===== config.mk =====
export PLATFORM = sky130hd
export DESIGN_NAME = cfw_core
export DESIGN_NICKNAME = d
export VERILOG_FILES = /design/src/cfw_pkg.sv /design/src/cfw_core.sv
export SDC_FILE = /design/constraint.sdc
export NUM_CORES = 1
export LEC_CHECK = 0
export BUFFER_PORTS_ARGS = -buffer_cell sky130_fd_sc_hd__buf_2
export CAP_MARGIN = 20
export CORE_AREA = 4 4 89 100
export DETAILED_ROUTE_END_ITERATION = 16
export DIE_AREA = 0 0 93 104
export PLACE_DENSITY = 0.78
export SYNTH_ARGS = -nofsm -noshare
export SYNTH_HDL_FRONTEND = slang
export SYNTH_SLANG_ARGS = --single-unit
export TNS_END_PERCENT = 30

===== constraint.sdc =====
create_clock -name clock -period 3 [get_ports clock]
set_input_delay 0.45 -clock clock [delete_from_list [all_inputs] [get_ports clock]]
set_output_delay 0.45 -clock clock [all_outputs]
set_load 0.02 [all_outputs]

===== src/cfw_pkg.sv =====
/*
 * constants, register map and carrier types for the core housekeeping block
 * assumes one 40 MHz system clock; the core drives the data-memory port
 */
package cfw_pkg;
    localparam logic [5:0] CFW_ADDR_INDIRECT = 6'h00;
    localparam logic [5:0] CFW_ADDR_POINTER = 6'h01;
    localparam logic [5:0] CFW_ADDR_WORK = 6'h05;
    localparam logic [5:0] CFW_ADDR_FLAGS = 6'h0a;
    localparam logic [5:0] CFW_ADDR_RAM_LO = 6'h20;
    localparam logic [5:0] CFW_ADDR_RAM_HI = 6'h3f;
    localparam logic [7:0] CFW_ZERO_BYTE = 8'h00;
    localparam logic [1:0] CFW_POINTER_PAD = 2'h3;
    // flag bit positions
    localparam int CFW_BIT_CARRY = 0;
    localparam int CFW_BIT_HALF = 1;
    localparam int CFW_BIT_ZERO = 2;
    localparam int CFW_BIT_WRAP = 3;
    localparam int CFW_BIT_SLEEP = 4;
    localparam int CFW_BIT_EXPIRED = 5;
    localparam logic [7:0] CFW_FLAGS_SW_MASK = 8'h0f;
    // timing
    localparam int CFW_CLK_HZ = 40000000;
    localparam int CFW_ICLK_DIV = 4;
    localparam int CFW_WAKE_TSYS = 1024;
    localparam int CFW_WAKE_CYCLES = CFW_WAKE_TSYS;
    localparam int CFW_DOG_N_DEFAULT = 8;
    localparam int CFW_DOG_N_MAX = 11;

    typedef enum logic [2:0] {
        CFW_OP_NONE,
        CFW_OP_KICK,
        CFW_OP_KICK1,
        CFW_OP_KICK2,
        CFW_OP_HALT
    } cfw_op_type;

    typedef enum logic [1:0] {
        CFW_ALU_LOGIC,
        CFW_ALU_ADD,
        CFW_ALU_SUB,
        CFW_ALU_ROT
    } cfw_alu_type;

    // one flag update from the alu
    typedef struct packed {
        logic valid;
        cfw_alu_type kind;
        logic [7:0] a;
        logic [7:0] b;
        logic cin;
        logic rot_carry;
        logic [7:0] result;
    } cfw_alu_req_type;

    // one data-memory access from the core
    typedef struct packed {
        logic rd;
        logic wr;
        logic [5:0] addr;
        logic [7:0] wdata;
    } cfw_mem_req_type;
endpackage


===== src/cfw_core.sv =====
/*
 * core housekeeping: indirect port, pointer, work register, flags,
 * watchdog, halt and wake-up, instruction clock enable and clk_out_pin
 * assumes the core sequencer issues accesses and ops on iclk_en cycles
 */
`timescale 1ns/1ps
`default_nettype none
module cfw_core
    import cfw_pkg::*;
#(
    parameter int DOG_N = CFW_DOG_N_DEFAULT,
    parameter bit DOG_ENABLE = 1'b1,
    parameter bit DOG_DOUBLE = 1'b0,
    parameter bit RC_OSC = 1'b1,
    parameter logic [7:0] WAKE_ENABLE = 8'hff,
    parameter int WAKE_CYCLES = CFW_WAKE_CYCLES
) (
    input wire logic clock,
    input wire logic rstn,
    input wire logic ext_rst_pin,
    input wire logic [7:0] wake_port_b,
    input wire cfw_mem_req_type mem_req,
    output logic [7:0] mem_rdata,
    output logic ram_we,
    output logic [5:0] ram_addr,
    output logic [7:0] ram_wdata,
    input wire logic [7:0] ram_rdata,
    input wire cfw_alu_req_type alu_req,
    input wire cfw_op_type op,
    output logic [7:0] work_out,
    output logic [7:0] flags_out,
    output logic iclk_en,
    output logic run_en,
    output logic halted,
    output logic chip_reset,
    output logic clk_out_pin
);
    // ************************************************
    // instruction clock and output clock
    // ************************************************
    logic [1:0] phase_ff;
    logic clk_out_ff;
    logic halted_ff;
    logic [10:0] wake_cnt_ff;
    logic waking_ff;

    // oscillator stops in halt, so the phase freezes too
    always_ff @(posedge clock) begin
        if (!rstn) begin
            phase_ff <= 2'h0;
        end else if (!halted_ff) begin
            phase_ff <= phase_ff + 2'h1;
        end
    end
    assign iclk_en = (phase_ff == 2'h3) && !halted_ff && !waking_ff;

    always_ff @(posedge clock) begin
        if (!rstn) begin
            clk_out_ff <= 1'b0;
        end else begin
            clk_out_ff <= RC_OSC ? phase_ff[1] : 1'b0;
        end
    end
    assign clk_out_pin = clk_out_ff;

    // ************************************************
    // watchdog
    // ************************************************
    logic [CFW_DOG_N_MAX-1:0] dog_ff;
    logic kick1_seen_ff;
    logic kick2_seen_ff;
    logic dog_clear;
    logic dog_timeout;
    logic op_now;
    logic halt_now;
    logic kick_now;
    logic kick1_now;
    logic kick2_now;

    // ops count only on the instruction clock edge
    assign op_now = iclk_en;
    assign halt_now = op_now && op == CFW_OP_HALT;
    assign kick_now = op_now && op == CFW_OP_KICK;
    assign kick1_now = op_now && op == CFW_OP_KICK1;
    assign kick2_now = op_now && op == CFW_OP_KICK2;

    // disabled watchdog: every kick form falls through as a no-op
    always_comb begin
        dog_clear = 1'b0;
        if (DOG_ENABLE) begin
            if (!DOG_DOUBLE) begin
                dog_clear = kick_now;
            end else if ((kick1_now && kick2_seen_ff) || (kick2_now && kick1_seen_ff)) begin
                // double form: clear once both halves are seen, in either order
                dog_clear = 1'b1;
            end
        end
    end
    assign dog_timeout = DOG_ENABLE && iclk_en
        && (dog_ff[DOG_N-1:0] == {DOG_N{1'b1}});

    always_ff @(posedge clock) begin
        if (!rstn || !ext_rst_pin || chip_reset) begin
            kick1_seen_ff <= 1'b0;
            kick2_seen_ff <= 1'b0;
        end else if (dog_clear) begin
            kick1_seen_ff <= 1'b0;
            kick2_seen_ff <= 1'b0;
        end else if (DOG_ENABLE && DOG_DOUBLE) begin
            if (kick1_now) begin
                kick1_seen_ff <= 1'b1;
            end
            if (kick2_now) begin
                kick2_seen_ff <= 1'b1;
            end
        end
    end

    always_ff @(posedge clock) begin
        if (!rstn || !ext_rst_pin) begin
            dog_ff <= '0;
        // halt clears the prescaler too, so a wake-up starts a full period
        end else if (dog_clear || halt_now || dog_timeout) begin
            dog_ff <= '0;
        end else if (DOG_ENABLE && iclk_en) begin
            dog_ff <= dog_ff + 11'h001;
        end
    end

    // time-out resets the chip for one cycle; pc and sp live outside
    always_ff @(posedge clock) begin
        if (!rstn) begin
            chip_reset <= 1'b0;
        end else begin
            chip_reset <= dog_timeout || !ext_rst_pin;
        end
    end

    // ************************************************
    // halt and wake-up
    // ************************************************
    logic [7:0] port_prev_ff;
    logic port_wake;

    // starts at the pull-high idle level, so no false edge follows reset
    always_ff @(posedge clock) begin
        if (!rstn) begin
            port_prev_ff <= 8'hff;
        end else begin
            port_prev_ff <= wake_port_b;
        end
    end
    assign port_wake = |(port_prev_ff & ~wake_port_b & WAKE_ENABLE);

    always_ff @(posedge clock) begin
        if (!rstn) begin
            halted_ff <= 1'b0;
            waking_ff <= 1'b0;
            wake_cnt_ff <= 11'h000;
        end else if (halted_ff && (!ext_rst_pin || port_wake)) begin
            halted_ff <= 1'b0;
            waking_ff <= 1'b1;
            wake_cnt_ff <= 11'h000;
        end else if (halt_now) begin
            halted_ff <= 1'b1;
        end else if (waking_ff) begin
            if (wake_cnt_ff == 11'(WAKE_CYCLES - 1)) begin
                waking_ff <= 1'b0;
            end else begin
                wake_cnt_ff <= wake_cnt_ff + 11'h001;
            end
        end
    end
    assign halted = halted_ff;
    assign run_en = !halted_ff && !waking_ff;

    // ************************************************
    // registers and indirect access
    // ************************************************
    logic [5:0] pointer_ff;
    logic [7:0] work_ff;
    logic [7:0] flags_word;
    logic [5:0] eff_addr;
    logic via_port;
    logic acc_ok;

    assign via_port = mem_req.addr == CFW_ADDR_INDIRECT;
    assign eff_addr = via_port ? pointer_ff : mem_req.addr;
    assign acc_ok = !(via_port && pointer_ff == CFW_ADDR_INDIRECT);

    always_ff @(posedge clock) begin
        if (!rstn) begin
            pointer_ff <= 6'h00;
        end else if (mem_req.wr && acc_ok && eff_addr == CFW_ADDR_POINTER) begin
            pointer_ff <= mem_req.wdata[5:0];
        end
    end

    always_ff @(posedge clock) begin
        if (!rstn) begin
            work_ff <= 8'h00;
        end else if (mem_req.wr && acc_ok && eff_addr == CFW_ADDR_WORK) begin
            work_ff <= mem_req.wdata;
        end
    end
    assign work_out = work_ff;

    // general ram is outside; strobe only for its range
    assign ram_addr = eff_addr;
    assign ram_wdata = mem_req.wdata;
    assign ram_we = mem_req.wr && acc_ok && eff_addr >= CFW_ADDR_RAM_LO;

    always_ff @(posedge clock) begin
        if (!rstn) begin
            mem_rdata <= 8'h00;
        end else if (mem_req.rd) begin
            if (!acc_ok) begin
                mem_rdata <= CFW_ZERO_BYTE;
            end else if (eff_addr == CFW_ADDR_POINTER) begin
                mem_rdata <= {CFW_POINTER_PAD, pointer_ff};
            end else if (eff_addr == CFW_ADDR_WORK) begin
                mem_rdata <= work_ff;
            end else if (eff_addr == CFW_ADDR_FLAGS) begin
                mem_rdata <= flags_word;
            end else if (eff_addr >= CFW_ADDR_RAM_LO) begin
                mem_rdata <= ram_rdata;
            end else begin
                mem_rdata <= CFW_ZERO_BYTE;
            end
        end
    end

    // ************************************************
    // flag generation
    // ************************************************
    logic [8:0] sum9;
    logic [4:0] sum5;
    logic [7:0] sum7;
    logic [7:0] bop;
    logic nxt_c;
    logic nxt_h;
    logic nxt_v;

    // subtract as a + ~b + cin, so carry out means no borrow
    always_comb begin
        bop = (alu_req.kind == CFW_ALU_SUB) ? ~alu_req.b : alu_req.b;
        sum9 = {1'b0, alu_req.a} + {1'b0, bop} + {8'h00, alu_req.cin};
        sum5 = {1'b0, alu_req.a[3:0]} + {1'b0, bop[3:0]} + {4'h0, alu_req.cin};
        sum7 = {1'b0, alu_req.a[6:0]} + {1'b0, bop[6:0]} + {7'h00, alu_req.cin};
        nxt_c = sum9[8];
        nxt_h = sum5[4];
        nxt_v = sum7[7] ^ sum9[8];
    end

    logic [3:0] arith_ff;
    logic sleep_ff;
    logic expired_ff;
    logic flag_wr;

    assign flag_wr = mem_req.wr && acc_ok && eff_addr == CFW_ADDR_FLAGS;

    // calls never touch these flags; software saves them itself
    // a software write beats an alu update on the same edge
    always_ff @(posedge clock) begin
        if (!rstn) begin
            arith_ff <= 4'h0;
        end else if (flag_wr) begin
            arith_ff <= mem_req.wdata[3:0] & CFW_FLAGS_SW_MASK[3:0];
        end else if (alu_req.valid) begin
            arith_ff[CFW_BIT_ZERO] <= alu_req.result == 8'h00;
            if (alu_req.kind == CFW_ALU_ROT) begin
                arith_ff[CFW_BIT_CARRY] <= alu_req.rot_carry;
            end else if (alu_req.kind != CFW_ALU_LOGIC) begin
                arith_ff[CFW_BIT_CARRY] <= nxt_c;
                arith_ff[CFW_BIT_HALF] <= nxt_h;
                arith_ff[CFW_BIT_WRAP] <= nxt_v;
            end
        end
    end

    // no software write reaches sleep or expired
    // time-out wins over halt or kick on one edge; it must never be lost
    always_ff @(posedge clock) begin
        if (!rstn) begin
            sleep_ff <= 1'b0;
        end else if (halt_now && !dog_timeout) begin
            sleep_ff <= 1'b1;
        end else if (dog_clear && !dog_timeout) begin
            sleep_ff <= 1'b0;
        end
    end

    always_ff @(posedge clock) begin
        if (!rstn) begin
            expired_ff <= 1'b0;
        end else if (dog_timeout) begin
            expired_ff <= 1'b1;
        end else if (halt_now || dog_clear) begin
            expired_ff <= 1'b0;
        end else if (halted_ff && !ext_rst_pin) begin
            expired_ff <= 1'b0;
        end
    end

    // unused top bits read zero
    always_comb begin
        flags_word = 8'h00;
        flags_word[3:0] = arith_ff;
        flags_word[CFW_BIT_SLEEP] = sleep_ff;
        flags_word[CFW_BIT_EXPIRED] = expired_ff;
    end
    assign flags_out = flags_word;
endmodule
`default_nettype wire


==> impl_results.md, run 1 <==
- Outcome: completed
- RSZ-0062 raised after global routing: false
- Layout cells sized above 1: 0.284
- Clock root cell: clkbuf_8
- Slew HR: 0.608
- Total Power: 0.00181 W
- Pleak: 1.81 nW
- Cts hold-fix bufs: 0
- Synth Flop Type: dfxtp_1
- CTS resizes: 0
- Chip width: 93 um
- Seq cells post-synth: 61
- Switching fraction of total power: 0.269
- Number of max-cap violations: 0
- Slowest cell on the critical path: or4_4
- Clock sink count: 61
- Slowest stage delay, CP: 560 ps
- Postcts setup bufs: 0
- Tightest Pin Transition: 587 ps
- Kind of critical path: in -> out
- Slew Limit Fails: 0
- Vias: 3072
- Fin. Hold Viols: 0
- Peak supply drop: 0.336 mV
- Sequential area share after synthesis: 0.376
- Cell mode on critical path: buf_2
- Net Sw Power: 0.000487 W
- Via density: 5.23
- H-Tree Depth: 3
- Clock Power Share: 0.382
- R2R Setup Slk: 750 ps
- Final Non-Filler Cells: 587
- Die Y: 104 um
- Comb power frac: 0.152
- Synthesis Warnings: 0
- Critical Path Sink Type: primary output
- TritonCTS buffer count: 9
- N_diodes: 0
- Xor and xnor area share after synthesis: 0.0702
- Clock latency at the later pin of the worst-skew pair: 330 ps
- Final TNS setup: 0 ps
- Largest family of logic cells by synthesized area: simple AND/OR/NAND/NOR gates
- GR Overflow Total: 0
- Number of port buffers: 108
- Fin Clk Skew: 6.28 ps
- Most common cell after layout, fill and taps aside: buf_2
- DRT Pass-1 Iters: 4
- Longest Clk Path Bufs: 2
- Wire per inst: 14.7 um
- Fmax achieved: 0.399 GHz
- Num ports: 111
- Remaining DRCs: 0
- HPWL after DPL: 6800 um
- Dpl cells: 572
- Worst Path Arrival: 2060 ps
- CTS tree: done
- Number of synthesized flops with an enable pin: 0
- Synth cell types: 59
- Reg power frac: 0.466
- Ys async rst share: 0
- Routability cong.: 0.861
- Drt total wl: 8630 um
- Synth Area in Compound Gates: 0.150
- Worst path cell trace: buf_2 -> or4_4 -> nor3_1 -> a21o_1 -> and2_1 -> buf_2
- Core Area: 0.00783 mm2
- Internal power: 0.00132 W
- Most frequent cells in the layout: 108 x buf_2, 61 x dfxtp_1, 44 x nand2_1
- Iter 0 DRT Violations: 106
- Die Footprint: 0.00967 mm2
- Largest net degree at the start of global routing: 23
- Avg Cell Area, Syn: 8.65 um2
- Post-Syn Instances: 375
- # rows: 34
- Multiplexer share of the synthesized area: 0.0648
- All-Layer GR Usage: 0.177
- Area grow syn2layout: 22.6%
- Clock slew at reported path FFs: 70 ps
- Mapped Area: 0.00325 mm2
- Global-route wire length before repair: 14100 um
- Vias in the first global route: 3050
- Synth Area in Simple Gates: 0.231
- Final Net Count: 553
- Initial antenna violation count: 0
- Pwr Density: 454 mW/mm2
- Tmin final: 2510 ps
- Worst-path fanout max: 10
- Hold Path Class: in -> reg
- Antenna Nets Post-Route: 0
- Area share of fa/ha/maj cells after synthesis: 0.0424
- Critical Path Source Type: primary input
- Final period utilization: 0.836
- Crit path required time: 2550 ps
- Starting density of the core: 0.415
- Setup violations, final: 0
## Yosys cell counts (all sizes together) (4+ instances only)
master,count,share of area
mux2i,21,0.065
a22oi,5,0.012
nand2,44,0.051
xnor2,15,0.040
nor3b,4,0.0093
inv,13,0.015
nor4,4,0.0096
o221ai,6,0.016
nand2b,13,0.025
dfxtp,61,0.38
o21ai,11,0.018
clkbuf,5,0.0058
nor2,38,0.045
nand4,6,0.015
xor2,11,0.030
ha,11,0.042
nand3,12,0.019
o22ai,5,0.0096
buf,19,0.043
nor3,10,0.017
a21oi,16,0.025
a21o,7,0.016
## through the flow
step | setup WS [ps] | utilization | instance area [um2] | hold WS, ps
6_report | 491 | 0.508 | 3980 | 310
5_1_grt | 364 | 0.508 | 3980 | 313
4_1_cts | 500 | 0.508 | 3980 | 299
3_5_place_dp | 500 | 0.485 | 3800 | 450
3_3_place_gp | 529 | 0.485 | 3800 | 450
2_1_floorplan | 585 | - | 3250 | 454
## sequential cells by signal, summed over array words and instances, names as in the netlist, 2 cells and up
| register | count |
|---|---|
| arith_ff | 4 |
| dog_ff | 8 |
| mem_rdata | 8 |
| phase_ff | 2 |
| pointer_ff | 6 |
| port_prev_ff | 8 |
| wake_cnt_ff | 11 |
| work_out | 8 |
## final cells by class
class                   count  area [um2]
well taps                 108         135
flip-flops and latches     61        1220
inverters                  14        52.6
clock inverters             5        52.6
repair buffers            112         571
multi-input cells         277        1820
fillers                   781        3850
clock buffers              10         128
## logic make-up after synthesis
family	count (synthesis)
and+or+nand+nor	147
AOI/OAI and AO/OA	70
DFF	61
buffers and inverters	38
xor gates and xnor gates	26
muxes	21
adders and majority gates	11
other	1
## power groups by stage
stage               logic (W)  clock network, W  registers, W
floorplan            0.000165                 0      0.000871
global placement     0.000267                 0      0.000860
detailed placement   0.000275                 0      0.000861
CTS                  0.000276          0.000704      0.000843
global route         0.000307          0.000736      0.000844
finish               0.000274          0.000690      0.000843
## critical path: cells and delay by family
family / cells / cell delay [ps]
buffers and inverters: 2 / 290
and+or+nand+nor: 3 / 940
AOI/OAI and AO/OA: 1 / 370
## worst paths after layout
kind                                    from                          to  depth (start not counted)
setup / recovery                  mem_req[8]                      ram_we                          6
hold / removal                wake_port_b[2]  port_prev_ff[2]$_SDFF_PN1_                          2
setup reg to reg  pointer_ff[0]$_SDFFE_PN0P_    work_out[3]$_SDFFE_PN0P_                          5
hold reg to reg    mem_rdata[4]$_SDFFE_PN0P_   mem_rdata[4]$_SDFFE_PN0P_                          2
## metal layers
| layer | up-vias | routed length [um] | share of wire | GRT usage |
|---|---|---|---|---|
| li1 | 1522 | - | - | - |
| met1 | 1437 | 3670 | 0.43 | 0.216 |
| met2 | 98 | 4280 | 0.50 | 0.311 |
| met3 | 15 | 529 | 0.061 | 0.0326 |
| met4 | 0 | 142 | 0.016 | 0.0545 |
| met5 | - | 0 | 0 | 0 |
No activity file was read; power rests on OpenSTA's default activity.
==> run 2, diff against run 1 <==
--- a/config.mk
+++ b/config.mk
@@ -10,7 +10,7 @@
 export CORE_AREA = 4 4 89 100
 export DETAILED_ROUTE_END_ITERATION = 16
 export DIE_AREA = 0 0 93 104
-export PLACE_DENSITY = 0.78
+export PLACE_DENSITY = 0.81
 export SYNTH_ARGS = -nofsm -noshare
 export SYNTH_HDL_FRONTEND = slang
 export SYNTH_SLANG_ARGS = --single-unit
==> constraint.sdc (replaced) <==
create_clock -name clock -period 2.3 [get_ports clock]
set_input_delay 0.345 -clock clock [delete_from_list [all_inputs] [get_ports clock]]
set_output_delay 0.345 -clock clock [all_outputs]
set_load 0.02 [all_outputs]
==> run 2 against run 1 <==
Net effect:
- global-route usage is 0.77 points higher
- critical path depth is the same
- combinational power grew 35%
- critical endpoint unchanged
- largest power group unchanged
==> impl_results.md, run 2 (same netlist as run 1, synthesis figures left out) <==
- Vias in the first global route: 3190 (was 3050)
- Final Net Count: 563 (was 553)
- Crit path required time: 1960 ps (was 2550 ps)
- Fin. Hold Viols: 0 (unchanged)
- Setup violations, final: 0 (unchanged)
- Num ports: 111 (unchanged)
- Chip width: 93 um (unchanged)
- Worst Path Arrival: 1790 ps (was 2060 ps)
- Antenna Nets Post-Route: 0 (unchanged)
- Util after Layout: 0.518 (was 0.508)
- Clock slew at reported path FFs: 70 ps (about the same)
- Initial antenna violation count: 0 (unchanged)
- Die Y: 104 um (unchanged)
- Iter 0 DRT Violations: 135 (was 106)
- Number of port buffers: 108 (unchanged)
- Final period utilization: 0.930
- Final TNS setup: 0 ps (unchanged)
- Die Footprint: 0.00967 mm2 (unchanged)
- Clock sink count: 61 (unchanged)
- Tightest Pin Transition: 911 ps (was 587 ps)
- Clock latency at the later pin of the worst-skew pair: 330 ps (about the same)
- Kind of critical path: in -> out (unchanged)
- RSZ-0062 raised after global routing: false (unchanged)
- Final Non-Filler Cells: 597 (was 587)
- Number of max-cap violations: 0 (unchanged)
- DRT Pass-1 Iters: 4 (unchanged)
- Layout cells sized above 1: 0.297 (was 0.284)
- GR Overflow Total: 0 (unchanged)
- Core Area: 0.00783 mm2 (unchanged)
- Most common cell after layout, fill and taps aside: buf_2 (unchanged)
- Wire per inst: 14.8 um (was 14.7 um)
- Clock root cell: clkbuf_8 (unchanged)
- HPWL after DPL: 6990 um (was 6800 um)
- Pwr Density: 584 mW/mm2 (was 454 mW/mm2)
- Global-route wire length before repair: 14500 um (was 14100 um)
- R2r worst-path depth: 5 (unchanged)
- Fillers: 769 (was 781)
- Slew HR: 0.388 (was 0.608)
- Starting density of the core: 0.415 (unchanged)
- Met1 usage: 0.213 (was 0.216)
- Largest net degree at the start of global routing: 23 (unchanged)
- Outcome: completed (unchanged)
- Worst Hold Depth: 2 (unchanged)
- Critical Path Sink Type: primary output (unchanged)
- TritonCTS buffer count: 9 (unchanged)
- Slew Limit Fails: 0 (unchanged)
- Fin Clk Skew: 10.5 ps (was 6.28 ps)
- Dpl cells: 582 (was 572)
- H-Tree Depth: 3 (unchanged)
- Postcts setup bufs: 0 (unchanged)
- Met2 Usage GRT: 0.323 (was 0.311)
- Vias: 3176 (was 3072)
- Worst r2r src: pointer_ff[4]$_SDFFE_PN0P_ (was pointer_ff[0]$_SDFFE_PN0P_)
- Via density: 5.32 (was 5.23)
- All-Layer GR Usage: 0.185 (was 0.177)
- Tmin final: 2140 ps
- Largest Register: wake_cnt_ff (unchanged)
- Area grow syn2layout: 24.9% (was 22.6%)
- GR peak layer: met2 (unchanged)
- CTS resizes: 0 (unchanged)
- RR Endpoint: work_out[0]$_SDFFE_PN0P_ (was work_out[3]$_SDFFE_PN0P_)
- R2R Setup Slk: 180 ps (was 750 ps)
- Worst-path fanout max: 5 (was 10)
- WHS Endpoint: port_prev_ff[1]$_SDFF_PN1_ (was port_prev_ff[2]$_SDFF_PN1_)
- Routability cong.: 0.946 (was 0.861)
- Remaining DRCs: 0 (unchanged)
- Hold Path Class: in -> reg (unchanged)
- Cts hold-fix bufs: 0 (unchanged)
- Longest Clk Path Bufs: 2 (unchanged)
- M3 GR Usage: 0.0391 (was 0.0326)
- Critical Path Source Type: primary input (unchanged)
- Hold path start: wake_port_b[1] (was wake_port_b[2])
- Drt total wl: 8860 um (was 8630 um)
- Fmax achieved: 0.468 GHz
- Most frequent cells in the layout: 108 x buf_2, 61 x dfxtp_1, 44 x nand2_1 (unchanged)
- Peak supply drop: 0.347 mV (was 0.336 mV)
- N_diodes: 0 (unchanged)
- Pleak: 1.85 nW (was 1.81 nW)
- Max reg flops: 11 (unchanged)
- # rows: 34 (unchanged)
- CTS tree: done (unchanged)
==> run 2: changes by cell type in the layout (fill, tap and decap cells not counted) <==
| cell | change |
|---|---|
| buf_4 | +10 |
| clkbuf_1 | +1 |
| clkinv_2 | -2 |
| clkinvlp_4 | +1 |
==> run 2: cell type report <==
cell class | instances | area (um2) | area share
multi-input cells | 277 | 1820 | 0.448
repair buffers | 122 | 646 | 0.159
clock inverters | 4 | 50.0 | 0.0123
clock buffers | 11 | 131 | 0.0324
flip-flops and latches | 61 | 1220 | 0.301
inverters | 14 | 52.6 | 0.0130
well taps | 108 | 135 | 0.0333
==> run 2: worst max path at each step <==
stage / start / to
after floorplan: mem_req[10] / ram_we
after global placement: alu_req[26] / arith_ff[3]$_SDFFE_PN0P_
after detailed placement: alu_req[26] / arith_ff[0]$_SDFFE_PN0P_
after CTS: mem_req[8] / ram_we
after global routing: mem_req[8] / ram_we
final: mem_req[8] / ram_we
==> run 2: per-stage QoR <==
| stage | hold WS (ps) | worst slack (ps) | total power (W) | area (um2) |
|---|---|---|---|---|
| final | 204 | 161 | 0.00237 | 4050 |
| after global routing | 189 | 28.3 | 0.00249 | 4050 |
| after CTS | 186 | 153 | 0.00240 | 4050 |
| after detailed placement | 463 | 25.2 | 0.00149 | 3870 |
| after global placement | 451 | 108 | 0.00148 | 3870 |
| after floorplan | 435 | 95.1 | 0.00135 | 3250 |
==> run 2: layer usage <==
layer,part of all wire,up-vias
li1,-,1539
met1,0.41,1488
met2,0.50,128
met3,0.074,21
met4,0.025,0
met5,0,-
==> run 2: where the power goes <==
part           internal [W]  switching [W]
sequential          0.00108      0.0000160
combinational      0.000159       0.000212
clock              0.000493       0.000406
==> run 2: worst max-delay path, stage by stage <==
cell and delay, ps:
buf_2 130, or4_4 560, nor3_1 210, a21o_1 250
and2_1 140, buf_2 150
==> run 3, diff against run 2 <==
--- a/config.mk
+++ b/config.mk
@@ -7,9 +7,9 @@
 export LEC_CHECK = 0
 export BUFFER_PORTS_ARGS = -buffer_cell sky130_fd_sc_hd__buf_2
 export CAP_MARGIN = 20
-export CORE_AREA = 4 4 89 100
+export CORE_AREA = 3 3 88 99
 export DETAILED_ROUTE_END_ITERATION = 16
-export DIE_AREA = 0 0 93 104
+export DIE_AREA = 0 0 91 102
 export PLACE_DENSITY = 0.81
 export SYNTH_ARGS = -nofsm -noshare
 export SYNTH_HDL_FRONTEND = slang
==> run 3 against run 2 <==
Net effect:
- setup slack better by 22 ps
- clock power is 11% lower
- critical path type is now reg -> out
- global-route usage is 0.21 points lower
- first-iteration DRC count is 6.7% lower
- wire length is 5.0% lower
- clock skew is 0.94 ps lower
- flip-flop and latch count stayed put
- sequential share of layout area is 0.22 points higher
- critical path depth is 2 lower
- die area is 4.0% lower
- worst hold slack worse by 2.2 ps
==> impl_results.md, run 3 (same netlist as run 1, synthesis figures left out) <==
- Outcome: completed (unchanged)
- Min Hold Slack: 201 ps (was 204 ps)
- Chip width: 91 um (was 93 um)
- # rows: 34 (unchanged)
- Drt total wl: 8420 um (was 8860 um)
- Fin. Hold Viols: 0 (unchanged)
- Via density: 5.25 (was 5.32)
- DP Worst Slack: -1.80 ps (was 25.2 ps)
- Initial antenna violation count: 0 (unchanged)
- Critical Path Sink Type: primary output (unchanged)
- Vias: 3130 (was 3176)
- Clock sink count: 61 (unchanged)
- Iter 0 DRT Violations: 126 (was 135)
- Most common cell after layout, fill and taps aside: buf_2 (unchanged)
- Critical Path Source Type: flip-flop (was primary input)
- Longest Clk Path Bufs: 2 (unchanged)
- Die Footprint: 0.00928 mm2 (was 0.00967 mm2)
- Cts hold-fix bufs: 0 (unchanged)
- TritonCTS buffer count: 9 (unchanged)
- Fmax achieved: 0.473 GHz (was 0.468 GHz)
- Kind of critical path: reg -> out (was in -> out)
- Number of max-cap violations: 0 (unchanged)
- Max reg flops: 11 (unchanged)
- Number of port buffers: 108 (unchanged)
- HPWL after DPL: 6650 um (was 6990 um)
- CTS resizes: 0 (unchanged)
- Worst Path Arrival: 1770 ps (was 1790 ps)
- Area grow syn2layout: 24.0% (was 24.9%)
- Fin Clk Skew: 9.54 ps (was 10.5 ps)
- Most frequent cells in the layout: 108 x buf_2, 61 x dfxtp_1, 44 x nand2_1 (unchanged)
- Cell Area, Placed: 0.00386 mm2 (was 0.00387 mm2)
- Clock root cell: clkbuf_8 (unchanged)
- Layout cells sized above 1: 0.293 (was 0.297)
- GR Overflow Total: 0 (unchanged)
- Final period utilization: 0.920 (was 0.930)
- Postcts setup bufs: 0 (unchanged)
- RSZ-0062 raised after global routing: false (unchanged)
- Slew Limit Fails: 0 (unchanged)
- Antenna Nets Post-Route: 0 (unchanged)
- Routability cong.: 0.944 (was 0.946)
- Num ports: 111 (unchanged)
- Largest net degree at the start of global routing: 34 (was 23)
- Slowest cell on the critical path: nor4_1 (was or4_4)
- Register area: 0.00122 mm2 (unchanged)
- Worst-path fanout max: 6 (was 5)
- Vias in the first global route: 2940 (was 3190)
- Clock latency at the later pin of the worst-skew pair: 340 ps (was 330 ps)
- Fin area: 0.00402 mm2 (was 0.00405 mm2)
- Final Net Count: 562 (was 563)
- Footprint of the multi-input gates: 0.00182 mm2 (unchanged)
- Starting density of the core: 0.415 (unchanged)
- Core Area: 0.00783 mm2 (unchanged)
- Peak supply drop: 0.343 mV (was 0.347 mV)
- Fillers: 754 (was 769)
- Setup violations, final: 0 (unchanged)
- Largest Register: wake_cnt_ff (unchanged)
- Remaining DRCs: 0 (unchanged)
- Hold Path Class: in -> reg (unchanged)
- Pwr Density: 563 mW/mm2 (was 584 mW/mm2)
- Final Worst Setup Slack: 184 ps (was 161 ps)
- N_diodes: 0 (unchanged)
- Clock slew at reported path FFs: 70 ps (about the same)
- Tmin final: 2120 ps (was 2140 ps)
- Slowest stage delay, CP: 420 ps (was 560 ps)
- Worst path cell trace: nor4_1 -> a41oi_1 -> and2_1 -> buf_2 (was buf_2 -> or4_4 -> nor3_1 -> a21o_1 -> and2_1 -> buf_2)
- Global-route wire length before repair: 13700 um (was 14500 um)
- Slew HR: 0.351 (was 0.388)
- DRT Pass-1 Iters: 5 (was 4)
- Wire per inst: 14.1 um (was 14.8 um)
- H-Tree Depth: 3 (unchanged)
- Tightest Pin Transition: 966 ps (was 911 ps)
- Pleak: 1.85 nW (about the same)
- Crit path required time: 1960 ps (about the same)
- Total Power: 0.00227 W (was 0.00237 W)
- CTS tree: done (unchanged)
- Die Y: 102 um (was 104 um)
- All-Layer GR Usage: 0.183 (was 0.185)
run 3: cell count changes in the layout (fill, tap and decap cells not counted):
cell / change
buf_4: -1
bufinv_16: -1
clkbuf_1: +1
clkbuf_8: +1
clkinv_2: +1
clkinvlp_4: -2
run 3: final cells by class:
type	count	share of cell area
Multi-Input combinational cell	277	0.452
Sequential cell	61	0.303
Timing Repair Buffer	121	0.159
Clock buffer	13	0.0370
Tap cell	108	0.0336
Inverter	14	0.0131
Clock inverter	2	0.00249
run 3: metal layers:
| layer | vias up | part of all wire | global-route usage | wire length (um) |
|---|---|---|---|---|
| li1 | 1537 | - | - | - |
| met1 | 1436 | 0.41 | 0.218 | 3430 |
| met2 | 133 | 0.49 | 0.310 | 4110 |
| met3 | 24 | 0.074 | 0.0442 | 625 |
| met4 | 0 | 0.030 | 0.0905 | 250 |
| met5 | - | 0 | 0 | 0 |
run 3: path summary, 6_finish.rpt:
kind / startpoint / end / slack, ps / cells after the start
min: wake_port_b[2] / port_prev_ff[2]$_SDFF_PN1_ / 200 / 2
max: pointer_ff[0]$_SDFFE_PN0P_ / ram_we / 180 / 4
min reg2reg: mem_rdata[0]$_SDFFE_PN0P_ / mem_rdata[0]$_SDFFE_PN0P_ / 460 / 2
max reg2reg: pointer_ff[4]$_SDFFE_PN0P_ / work_out[2]$_SDFFE_PN0P_ / 210 / 5
run 3: worst max-delay path: cells and delay by family (launching register included):
family | cells | cell delay (ps)
AO/OA/AOI/OAI | 1 | 270
AND/OR/NAND/NOR | 2 | 650
flip-flops | 1 | 360
buffers and inverters | 1 | 150
run 3: report_power, final:
part / total, W / leakage (nW) / internal [W] / switching (W)
Combinational: 0.000370 / 1.27 / 0.000158 / 0.000212
Clock: 0.000798 / 0.0833 / 0.000412 / 0.000387
Sequential: 0.00110 / 0.496 / 0.00108 / 0.0000151
run 3: per-stage QoR:
| step | util | cells | TNS (ps) |
|---|---|---|---|
| 2_1_floorplan | - | 376 | 0 |
| 3_3_place_gp | 0.494 | 581 | 0 |
| 3_5_place_dp | 0.494 | 581 | -1.80 |
| 4_1_cts | 0.514 | 596 | 0 |
| 5_1_grt | 0.514 | 596 | 0 |
| 6_report | 0.514 | 596 | 0 |
